--- config.mk ---
export PLATFORM = sky130hd
export DESIGN_NAME = hbpwm_top
export DESIGN_NICKNAME = d
export VERILOG_FILES = /design/src/hw/hbpwm_pkg.sv /design/src/hw/hbpwm_chan.sv /design/src/hw/hbpwm_ext.sv /design/src/hw/hbpwm_top.sv
export SDC_FILE = /design/constraint.sdc
export NUM_CORES = 1
export LEC_CHECK = 0
export BUFFER_PORTS_ARGS = -buffer_cell sky130_fd_sc_hd__buf_4
export CAP_MARGIN = 20
export CORE_MARGIN = 2
export CORE_UTILIZATION = 46
export DETAILED_ROUTE_END_ITERATION = 7
export GPL_TIMING_DRIVEN = 0
export PLACE_DENSITY = 0.74
export SLEW_MARGIN = 20
export SYNTH_ARGS = -nofsm -noshare
export SYNTH_HDL_FRONTEND = slang
export SYNTH_SLANG_ARGS = --single-unit
--- constraint.sdc ---
create_clock -name clk -period 5.07 [get_ports clk]
set_input_delay 1.014 -clock clk [delete_from_list [all_inputs] [get_ports clk]]
set_output_delay 1.014 -clock clk [all_outputs]
set_load 0.05 [all_outputs]
--- src/hw/hbpwm_pkg.sv ---
package hbpwm_pkg;
  // ----------------------------------------------------------------
  // sizes
  // ----------------------------------------------------------------
  localparam int NCH = 8;
  localparam int CNT_W = 9;
  localparam int EXT_W = 6;
  localparam int DUTY_W = 10;
  localparam int PRE_W = 4;
  localparam int LINES_PER_PORT = 8;
  localparam int CH_PER_PORT = 4;
  localparam int SIGN_BIT = 9;
  localparam logic [CNT_W-1:0] CNT_MAX = 9'h1ff;
  localparam logic [CNT_W-1:0] CNT_ZERO = 9'h000;
  localparam logic [EXT_W-1:0] EXT_MAX = 6'h3f;
  localparam logic [EXT_W-1:0] EXT_ZERO = 6'h00;
  localparam logic [DUTY_W-2:0] DUTY_ZERO = 9'h000;
  localparam logic [DUTY_W-1:0] DUTY_RST = 10'h3ff;
  localparam logic [NCH-1:0] BYTE_ZERO = 8'h00;
  // ----------------------------------------------------------------
  // clock c prescale codes
  // ----------------------------------------------------------------
  localparam logic [1:0] PRE_2E = 2'h0;
  localparam logic [1:0] PRE_E = 2'h1;
  localparam logic [1:0] PRE_E2 = 2'h2;
  localparam logic [1:0] PRE_E4 = 2'h3;
  // ----------------------------------------------------------------
  // timing: clk is 40 MHz, e clock is 10 MHz
  // ----------------------------------------------------------------
  localparam int CLK_PERIOD_PS = 25000;
  localparam int T_E_PS = 100000;
  localparam int QUARTER_E_CYC = (T_E_PS / 4 + CLK_PERIOD_PS - 1) / CLK_PERIOD_PS;
  localparam int E_CYC = T_E_PS / CLK_PERIOD_PS;
  // clk cycles per clock c tick, minus one
  localparam logic [PRE_W-1:0] DIV_2E = PRE_W'(E_CYC / 2 - 1);
  localparam logic [PRE_W-1:0] DIV_E = PRE_W'(E_CYC - 1);
  localparam logic [PRE_W-1:0] DIV_E2 = PRE_W'(E_CYC * 2 - 1);
  localparam logic [PRE_W-1:0] DIV_E4 = PRE_W'(E_CYC * 4 - 1);
  localparam logic [PRE_W-1:0] PRE_ZERO = 4'h0;
endpackage

--- src/hw/hbpwm_chan.sv ---
`timescale 1ns/1ps
`default_nettype none
module hbpwm_chan
  import hbpwm_pkg::*;
(
  input wire logic clk,
  input wire logic rst,
  input wire logic step,
  input wire logic [CNT_W-1:0] count,
  input wire logic [DUTY_W-1:0] duty_in,
  input wire logic start_level,
  input wire logic enable,
  output logic pwm_level,
  output logic reversed,
  output logic sample_strobe
);
  typedef struct packed {
    logic [DUTY_W-1:0] duty;
    logic lvl;
    logic strobe;
  } hbpwm_chan_t;

  hbpwm_chan_t st_r;
  hbpwm_chan_t st_nxt;
  logic pol;
  logic start;

  always_comb begin
    st_nxt = st_r;
    start = step && (count == CNT_ZERO);
    // the sign bit inverts the waveform as well as swapping the lines
    pol = start_level ^ st_r.duty[SIGN_BIT];
    st_nxt.strobe = start; // RL13
    if (!enable) begin
      // a disabled channel takes new duty values at once
      st_nxt.duty = duty_in;
    end else if (start) begin
      st_nxt.duty = duty_in;
    end
    if (st_nxt.duty[DUTY_W-2:0] == DUTY_ZERO) begin
      st_nxt.lvl = ~(start_level ^ st_nxt.duty[SIGN_BIT]); // RL1 RL2
    end else if (start) begin
      st_nxt.lvl = start_level ^ st_nxt.duty[SIGN_BIT];
    end else if (step && count == st_r.duty[DUTY_W-2:0]) begin
      st_nxt.lvl = ~pol;
    end
  end

  always_ff @(posedge clk) begin
    if (rst) begin
      st_r <= '{duty: DUTY_RST, lvl: 1'b0, strobe: 1'b0};
    end else begin
      st_r <= st_nxt;
    end
  end

  assign pwm_level = st_r.lvl;
  assign reversed = st_r.duty[SIGN_BIT];
  assign sample_strobe = st_r.strobe;
endmodule
`default_nettype wire

--- src/hw/hbpwm_ext.sv ---
`timescale 1ns/1ps
`default_nettype none
module hbpwm_ext
  import hbpwm_pkg::*;
(
  input wire logic clk,
  input wire logic rst,
  input wire logic c_tick,
  input wire logic wrap,
  input wire logic bypass,
  input wire logic clear,
  output logic [EXT_W-1:0] ext_count,
  output logic overflow
);
  typedef struct packed {
    logic [EXT_W-1:0] cnt;
    logic ovf;
  } hbpwm_ext_t;

  hbpwm_ext_t st_r;
  hbpwm_ext_t st_nxt;
  logic adv;

  always_comb begin
    st_nxt = st_r;
    st_nxt.ovf = 1'b0;
    // in bypass the extension counts clock c directly
    adv = bypass ? c_tick : wrap; // RL4 RL7
    if (clear) begin
      st_nxt.cnt = EXT_ZERO; // RL6 RL8
    end else if (adv) begin
      st_nxt.cnt = st_r.cnt + 6'h01;
      st_nxt.ovf = (st_r.cnt == EXT_MAX); // RL5
    end
  end

  always_ff @(posedge clk) begin
    if (rst) begin
      st_r <= '{cnt: EXT_ZERO, ovf: 1'b0};
    end else begin
      st_r <= st_nxt;
    end
  end

  assign ext_count = st_r.cnt;
  assign overflow = st_r.ovf;
endmodule
`default_nettype wire

--- src/hw/hbpwm_top.sv ---
`timescale 1ns/1ps
`default_nettype none
// Function
// (RL1) zero duty, start level 0: output high
// (RL2) zero duty, start level 1: output low
// (RL3) channel k period start delayed k quarter-e
// (RL4) six extension bits: interrupt every 64 periods
// (RL5) extension overflow raises period interrupt
// (RL6) counter write clears counter and extension
// (RL7) bypass clocks extension directly from clock c
// (RL8) bypass: counter write still clears both
// (RL9) wait halts the pwm clock
// (RL10) stop halts all; registers hold values; here clears still act and pins follow port data
// (RL11) enabled lines carry pwm, else port data
// (RL12) sensed versus intended level compared by xor
// (RL13) result sampled quarter-e after shifted start
// (RL14) mismatch bit sticky until written one
// (RL15) software polls mismatch at least every 10ms
// (RL16) one line static high, other carries pwm
// (RL17) sign bit swaps pwm and static lines
// (RL18) software writes port data ones first
// (RL19) small-angle use: never change sign bit
// (RL20) period flag set by hardware, write-one clear
// (RL21) interrupt forwarded only while mask is 1
// (RL22) prescale codes select 2e, e, e/2, e/4
// (RL23) nine-bit counter counts to 1ff, wraps
// (RL24) each mismatch bit clears alone; zero ignored
module hbpwm_top
  import hbpwm_pkg::*;
(
  input wire logic clk,
  input wire logic rst,
  input wire logic [NCH-1:0][DUTY_W-1:0] channel_duty_value,
  input wire logic [NCH-1:0] channel_start_level,
  input wire logic [NCH-1:0] channel_output_enable,
  input wire logic [1:0] clock_c_prescale_select,
  input wire logic period_interrupt_mask,
  input wire logic period_flag_clear,
  input wire logic counter_write,
  input wire logic interrupt_counter_bypass,
  input wire logic cpu_wait,
  input wire logic cpu_stop,
  input wire logic [LINES_PER_PORT-1:0] port_h_output_data,
  input wire logic [LINES_PER_PORT-1:0] port_k_output_data,
  input wire logic [LINES_PER_PORT-1:0] sensed_pin_level_h,
  input wire logic [LINES_PER_PORT-1:0] sensed_pin_level_k,
  input wire logic [LINES_PER_PORT-1:0] port_h_short_clear,
  input wire logic [LINES_PER_PORT-1:0] port_k_short_clear,
  output logic [LINES_PER_PORT-1:0] port_h_pin,
  output logic [LINES_PER_PORT-1:0] port_k_pin,
  output logic [CNT_W-1:0] shared_period_counter,
  output logic period_interrupt_flag,
  output logic period_irq,
  output logic [LINES_PER_PORT-1:0] port_h_short_flags,
  output logic [LINES_PER_PORT-1:0] port_k_short_flags
);
  // ----------------------------------------------------------------
  // state
  // ----------------------------------------------------------------
  typedef struct packed {
    logic [PRE_W-1:0] pre;
    logic [CNT_W-1:0] cnt;
    logic [NCH-1:0][CNT_W-1:0] cnt_dl;
    logic [NCH-1:0] step_dl;
    logic flag;
    logic irq;
    logic [LINES_PER_PORT-1:0] pin_h;
    logic [LINES_PER_PORT-1:0] pin_k;
    logic [LINES_PER_PORT-1:0] short_h;
    logic [LINES_PER_PORT-1:0] short_k;
  } hbpwm_top_t;

  hbpwm_top_t st_r;
  hbpwm_top_t st_nxt;

  logic [PRE_W-1:0] div_last;
  logic run;
  logic c_tick;
  logic wrap;
  logic ext_ovf;
  logic [EXT_W-1:0] ext_count;
  logic [NCH-1:0] ch_lvl;
  logic [NCH-1:0] ch_rev;
  logic [NCH-1:0] ch_strobe;
  logic [LINES_PER_PORT-1:0] mis_h;
  logic [LINES_PER_PORT-1:0] mis_k;

  // ----------------------------------------------------------------
  // clock c prescaler
  // ----------------------------------------------------------------
  always_comb begin
    case (clock_c_prescale_select) // RL22
      PRE_2E: div_last = DIV_2E;
      PRE_E: div_last = DIV_E;
      PRE_E2: div_last = DIV_E2;
      PRE_E4: div_last = DIV_E4;
      default: div_last = DIV_E;
    endcase
  end

  // wait stops the pwm clock, stop stops everything; nothing below
  // advances while run is low, so the counters hold; pins still follow port data and clears still act
  assign run = !cpu_wait && !cpu_stop; // RL9 RL10
  assign c_tick = run && (st_r.pre >= div_last);
  assign wrap = c_tick && !counter_write && (st_r.cnt == CNT_MAX);

  // ----------------------------------------------------------------
  // interrupt extension counter
  // ----------------------------------------------------------------
  hbpwm_ext u_ext (
    .clk(clk),
    .rst(rst),
    .c_tick(c_tick),
    .wrap(wrap),
    .bypass(interrupt_counter_bypass),
    .clear(counter_write),
    .ext_count(ext_count),
    .overflow(ext_ovf)
  );

  // ----------------------------------------------------------------
  // channels
  // ----------------------------------------------------------------
  for (genvar k = 0; k < NCH; k++) begin : g_ch
    hbpwm_chan u_chan (
      .clk(clk),
      .rst(rst),
      .step(st_r.step_dl[k]),
      .count(st_r.cnt_dl[k]),
      .duty_in(channel_duty_value[k]),
      .start_level(channel_start_level[k]),
      .enable(channel_output_enable[k]),
      .pwm_level(ch_lvl[k]),
      .reversed(ch_rev[k]),
      .sample_strobe(ch_strobe[k])
    );
  end

  // ----------------------------------------------------------------
  // next state
  // ----------------------------------------------------------------
  always_comb begin
    int li;
    int ri;
    int pc;
    logic [LINES_PER_PORT-1:0] data;
    logic [LINES_PER_PORT-1:0] pins;
    logic [LINES_PER_PORT-1:0] sensed;
    logic [LINES_PER_PORT-1:0] mis;
    li = 0;
    ri = 0;
    pc = 0;
    data = BYTE_ZERO;
    pins = BYTE_ZERO;
    sensed = BYTE_ZERO;
    mis = BYTE_ZERO;
    st_nxt = st_r;
    mis_h = BYTE_ZERO;
    mis_k = BYTE_ZERO;

    // prescaler and shared counter
    if (!run) begin
      st_nxt.pre = st_r.pre;
    end else if (c_tick || counter_write) begin
      st_nxt.pre = PRE_ZERO;
    end else begin
      st_nxt.pre = st_r.pre + 4'h1;
    end
    if (counter_write) begin
      st_nxt.cnt = CNT_ZERO; // RL6 RL8
    end else if (c_tick) begin
      st_nxt.cnt = st_r.cnt + 9'h001; // RL23
    end

    // each stage of the delay line is one quarter e clock, so
    // channel k sees the counter k quarters later than channel 0
    if (run) begin
      st_nxt.cnt_dl[0] = st_r.cnt;
      st_nxt.step_dl[0] = c_tick && !counter_write;
      for (int k = 1; k < NCH; k++) begin
        st_nxt.cnt_dl[k] = st_r.cnt_dl[k-1]; // RL3
        st_nxt.step_dl[k] = st_r.step_dl[k-1]; // RL3
      end
    end
    if (counter_write) begin
      // a truncated period must not leak stale steps to late channels
      st_nxt.step_dl = BYTE_ZERO;
    end

    // period interrupt flag: a new overflow beats a clear
    if (ext_ovf) begin
      st_nxt.flag = 1'b1; // RL5 RL20
    end else if (period_flag_clear) begin
      st_nxt.flag = 1'b0; // RL20
    end
    st_nxt.irq = st_nxt.flag && period_interrupt_mask; // RL21

    // line drive and mismatch per port
    for (int p = 0; p < 2; p++) begin
      data = (p == 0) ? port_h_output_data : port_k_output_data;
      pins = data; // RL11
      sensed = (p == 0) ? sensed_pin_level_h : sensed_pin_level_k;
      mis = BYTE_ZERO;
      for (int c = 0; c < CH_PER_PORT; c++) begin
        pc = p * CH_PER_PORT + c;
        li = 2 * c;
        ri = 2 * c + 1;
        if (channel_output_enable[pc]) begin
          // static side follows its data bit, held high by software
          if (ch_rev[pc]) begin
            pins[ri] = ch_lvl[pc]; // RL16 RL17
          end else begin
            pins[li] = ch_lvl[pc]; // RL16 RL17
          end
        end
        if (ch_strobe[pc] && run) begin // RL10
          // the pins sampled are those driven before the start level reaches them; no sampling
          // while halted, so no flag is set during wait and stop
          mis[li] = sensed[li] ^ ((p == 0) ? st_r.pin_h[li] : st_r.pin_k[li]); // RL12 RL13
          mis[ri] = sensed[ri] ^ ((p == 0) ? st_r.pin_h[ri] : st_r.pin_k[ri]); // RL12 RL13
        end
      end
      if (p == 0) begin
        st_nxt.pin_h = pins;
        mis_h = mis;
      end else begin
        st_nxt.pin_k = pins;
        mis_k = mis;
      end
    end

    // sticky short flags; a fresh mismatch beats the clear
    st_nxt.short_h = (st_r.short_h & ~port_h_short_clear) | mis_h; // RL14 RL24
    st_nxt.short_k = (st_r.short_k & ~port_k_short_clear) | mis_k; // RL14 RL24
  end

  // ----------------------------------------------------------------
  // registers
  // ----------------------------------------------------------------
  always_ff @(posedge clk) begin
    if (rst) begin
      st_r <= '0;
    end else begin
      st_r <= st_nxt;
    end
  end

  // ----------------------------------------------------------------
  // outputs
  // ----------------------------------------------------------------
  assign port_h_pin = st_r.pin_h;
  assign port_k_pin = st_r.pin_k;
  assign shared_period_counter = st_r.cnt;
  assign period_interrupt_flag = st_r.flag;
  assign period_irq = st_r.irq;
  assign port_h_short_flags = st_r.short_h;
  assign port_k_short_flags = st_r.short_k;
endmodule
`default_nettype wire

Word level (Yosys, flattened, before mapping)
Cells that the tools add are included.
W data, S select, Z words.
- output and inout port bits: 43
- bits of input ports: 154
- word-level logic and storage cells: 252
- register bits: 230
- $lt $le $gt $ge: 1
- bitwise operators: 55
- reductions and logical operators: 60
- muxes and demuxes: 77
- $add $sub $neg: 3
- equal/unequal tests: 13
- operator list (kind ; number):
    $mux W10 ; 16
    $logic_not A9 Y1 ; 16
    $eq A9 B9 Y1 ; 8
    $mux W1 ; 43
    $mux W2 ; 16
    $xor A1 B1 Y1 ; 32
    $logic_and A1 B1 Y1 ; 29
    $reduce_bool A3 Y1 ; 8
    $not A1 Y1 ; 17
    $and A8 B8 Y8 ; 2
    $not A8 Y8 ; 2
    $or A8 B8 Y8 ; 2
    $pmux W4 S4 ; 1
    $add A9 B1 Y9 const B ; 1
    $eq A9 B9 Y1 const B ; 1
    $add A6 B1 Y6 const B ; 1
    $eq A6 B6 Y1 const B ; 1
    $add A4 B1 Y4 const B ; 1
    $eq A2 B2 Y1 const B ; 2
    $ge A4 B4 Y1 ; 1
    $mux W4 ; 1
    $logic_not A1 Y1 ; 3
    $reduce_or A3 Y1 ; 1
    $eq A2 B1 Y1 const B ; 1
    3 further kinds ; 3

Logic depth before layout (Yosys ltp)
- word-level depth: 9
- mapped depth: 9
- mapped depth without buffers: 9

Cells and area by module
Synthesis repeated with hierarchy kept, for this count alone.
- cell total of the unflattened synthesis: 1265
- area, all modules: 11338.4 µm²
- modules (own cells, without submodules) (module ; sequential area each (µm²) ; area each (µm²) ; cells an instance ; times used):
    hbpwm_chan ; 240.2 ; 728.2 ; 74 ; 8
    hbpwm_top ; 2542.4 ; 5192.5 ; 637 ; 1
    hbpwm_ext ; 140.1 ; 320.3 ; 36 ; 1

Worst setup path after synthesis
Ideal clock, no wire load.
- path type: input -> register
- from: input port clock_c_prescale_select[0]
- to: register st_r (netlist bit shared_period_counter[0])
- stages on the path: 8
- path buffers: 0
- arrival time: 2.332 ns
- library setup time: 0.128 ns
- setup slack: 2.610 ns
- data required time: 4.942 ns
- cells stage by stage: nor2_1 ha_1 a21o_1 a21o_2 a21oi_2 nor2_1 xnor2_1 nor2_1
- cells in the longest elaborated chain, start to end: 4
- elaborated cells between the ends (all ways): 7
- classes of those cells: order compare (1); eq/ne (3); mux (1); reduce/logical (2)
- ends and longest elaborated chain (item ; line ; RTL):
    start, declared ; hbpwm_top.sv:36 ; input wire logic [1:0] clock_c_prescale_select,
    $eq A2 B2 Y1 (tied with other cells) ; hbpwm_top.sv:92 ; case (clock_c_prescale_select)
    $pmux W4 S4 * ; hbpwm_top.sv:92 ;
    $ge A4 B4 Y1 * ; hbpwm_top.sv:104 ; assign c_tick = run && (st_r.pre >= div_last);
    $logic_and A1 B1 Y1 * ; hbpwm_top.sv:104 ;
    end signal, assigned ; hbpwm_top.sv:244 ; st_r <= st_nxt;
    end, declared ; hbpwm_top.sv:73 ; hbpwm_top_t st_r;
Every way passes the cells marked *; elsewhere a longest branch is shown, timed or not. The select of a mux whose other input is x is not followed.
A chain may end at the register's enable or synchronous reset.

Final worst setup path
- from: input port rst
- to: register st_r (netlist bit port_h_pin[4])
- RTL lines (item ; line ; RTL):
    start, declared ; hbpwm_top.sv:32 ; input wire logic rst,
No word-level cell between the ends.

==> out/results.ini <==
[run_status]
status=complete, no violations

[clock_tree]
clock-root-buffer=clkbuf_16
cts_buffers=25
cts_tree=yes
cts-htree-levels=1
cts_sinks=230
post_cts_resized=0
post_cts_buffers=0
clk_pin_slew_ns=0.06
clock_path_buffers=3
hold_buffers=0
clk_latency_ns=0.51

[timing]
maxSlewViolCount=0
relSlewSlack=0.323
period_needed_ns=2.54
rsz0062_at_grt=no
layout_setup_ws_ns=2.53
setup_tns_ns=0
fin_skew_ns=0.0121
whs_ns=0.477
tightest_slew_ns=1.02
fmax_mhz=393
hold_viol=0
setup_viol=0
fin_crit_sh=0.502

[yosys]
synth_edf_count=0
ys_top_cells_by_count=nand2_1 (360), dfxtp_1 (230), a21oi_1 (110), xnor2_1 (81), nor2_1 (80)
yosysMostFrequentCell=nand2_1
asyncSetResetFlopFracSynth=0
synth_cells=1345
synth-main-ff-cell=dfxtp_1
synth_area_mm2=0.0108
yosysSeqAreaShare=0.427
ys_ff_latch=230
synth_area_leaders=dfxtp_1 (43%), nand2_1 (13%), xnor2_1 (6.6%), a21oi_1 (5.1%), nand3b_1 (5.1%)
ys_types=43
synth_top_cell_by_area=dfxtp_1
yosys.area.top_type_share=0.427
syn_avg_cell_area_um2=8.03
synth-warning-count=0
syn_nets=1506

[cells_and_area]
fin_cells=1903
final_util=0.582
area_delta_synth_final_pct=25.4
nets=1728
drive_above_1_share=0.198
nFillCells=2171
post-route-cell-area_mm2=0.0135

[critical_path]
required_ns=5.36
reg2reg_depth=8
critPathSlowestCell=clkbuf_1
path_common_cell=clkbuf_1
crit_path_end_kind=register
rrSetupSlack_ns=2.90
cp_cell_sequence=clkbuf_1, clkbuf_1, clkbuf_1, a21oi_1
path_class=in2reg
start_kind=primary input
cp.depth=4
cpLargestDelayFamily=buffers and inverters
worst-path-buf-inv=3
crit_fanout=10
timing.rr.end=u_ext.ext_count[5]
worstPathArrival_ns=2.83
r2r_start=shared_period_counter[0]
slowest_delay_ns=0.80

[drt]
wl_per_cell_um=15.7
drt-total-wl_um=29800
vias=9987
vias_per_cell=5.25
drc_errors=0
drtPass1Iterations=5
drt-initial-drc-count=757
ant_nets=0

[power]
vdd_drop_max_uv=246
fin_total_pwr_mw=4.25
leakagePower_nw=5.48
p_per_area_mw_per_mm2=314

[worst_hold_path]
hold_path_class=reg2reg
holdPathStages=2
min-delay-start=u_ext.ext_count[1]
hold_path_end=u_ext.ext_count[1]

[place]
dp_slack_ns=2.10
place_area_mm2=0.0127
portBuffers=195
placedCellCount=1859
hpwl_um=22100
place.gp.congestion=0.865

[global_routing]
grt_pass1_vias=9393
grt_pass1_wl_um=47300
grt_max_degree=14
grt_antenna_before_repair=0
grt_usage=0.237
gr-total-overflow=0

[floorplan]
dieArea_mm2=0.0247
die_h_um=157
ios=197
initial_utilization=0.464
die_x_um=157
row_count=56
coreArea_mm2=0.0233

[job]
maxCapViolations=0

-- cell type report --
type	instances	area, um2	area share
Clock buffer	35	733	0.0542
Tap cell	319	399	0.0295
Antenna cell	1	2.50	0.000185
Timing Repair Buffer	195	1460	0.108
Multi-Input combinational cell	983	5520	0.408
Sequential cell	230	4600	0.340
Clock inverter	8	140	0.0104
Buffer	96	536	0.0396
Inverter	36	135	0.00998
-- worst max-delay path by stage --
stage / start / endpoint / slack [ns]
after global routing: rst / shared_period_counter[0] / 2.48
final: rst / port_h_pin[4] / 2.53
after floorplan: clock_c_prescale_select[0] / shared_period_counter[0] / 2.61
after detailed placement: rst / port_h_pin[4] / 2.10
after global placement: rst / port_h_pin[4] / 2.08
after CTS: rst / port_h_pin[4] / 2.63
-- flip-flops by register name, summed over array words and instances (netlist names) --
name / count
period_irq: 1
port_h_short_flags: 8
st_r: 84
port_k_short_flags: 8
shared_period_counter: 9
g_ch.u_chan.pwm_level: 8
u_ext.overflow: 1
g_ch.u_chan.st_r: 72
g_ch.u_chan.reversed: 8
period_interrupt_flag: 1
port_k_pin: 8
port_h_pin: 8
u_ext.ext_count: 6
g_ch.u_chan.sample_strobe: 8
-- placed cells by master, fill, tap and decap left out, drive strengths merged, types with 8 or more instances in the layout --
master  netlist  final
clkbuf       32     67
nand2b       16     16
xnor2        81     81
nand4        27     27
a32oi        16     16
mux2i         9      9
dfxtp       230    230
inv          32     32
nand2       360    360
nor4b        11     11
nor2         81     81
clkinv        4      8
nor4         31     31
nand3        42     42
a31o          8      8
buf          64    259
a21oi       111    111
nand3b       73     73
o21ai        19     19
nor3         25     25
xor2         29     29
-- tightest hold or removal path: stages (launching register included) --
cell and delay [ns]:
dfxtp_1 0.32, nand2_1 0.06, a21oi_1 0.05
-- metal layers --
layer | GRT usage | wire length [um]
met1 | 0.323 | 13700
met2 | 0.394 | 13700
met3 | 0.0286 | 1660
met4 | 0.0727 | 772
met5 | 0 | 0
-- cell families (layout without fill, tap and decap cells) --
group / after synthesis / count (layout) / synth area share
multiplexers: 9 / 9 / 0.00835
adder cells (fa/ha/maj): 7 / 7 / 0.00811
XOR/XNOR: 110 / 110 / 0.0892
flip-flops: 230 / 230 / 0.427
other: 0 / 1 / 0
buffers and inverters: 132 / 370 / 0.0621
AO/OA/AOI/OAI: 181 / 181 / 0.102
AND/OR/NAND/NOR: 676 / 676 / 0.304
-- where the power goes --
part           internal (mW)  switching [mW]  total (mW)
Sequential              1.86          0.0531        1.91
Clock                   1.20           0.724        1.93
Combinational          0.191           0.222       0.413
Total                   3.25           0.999        4.25
Note: power is estimated with default switching activity, not from simulation.
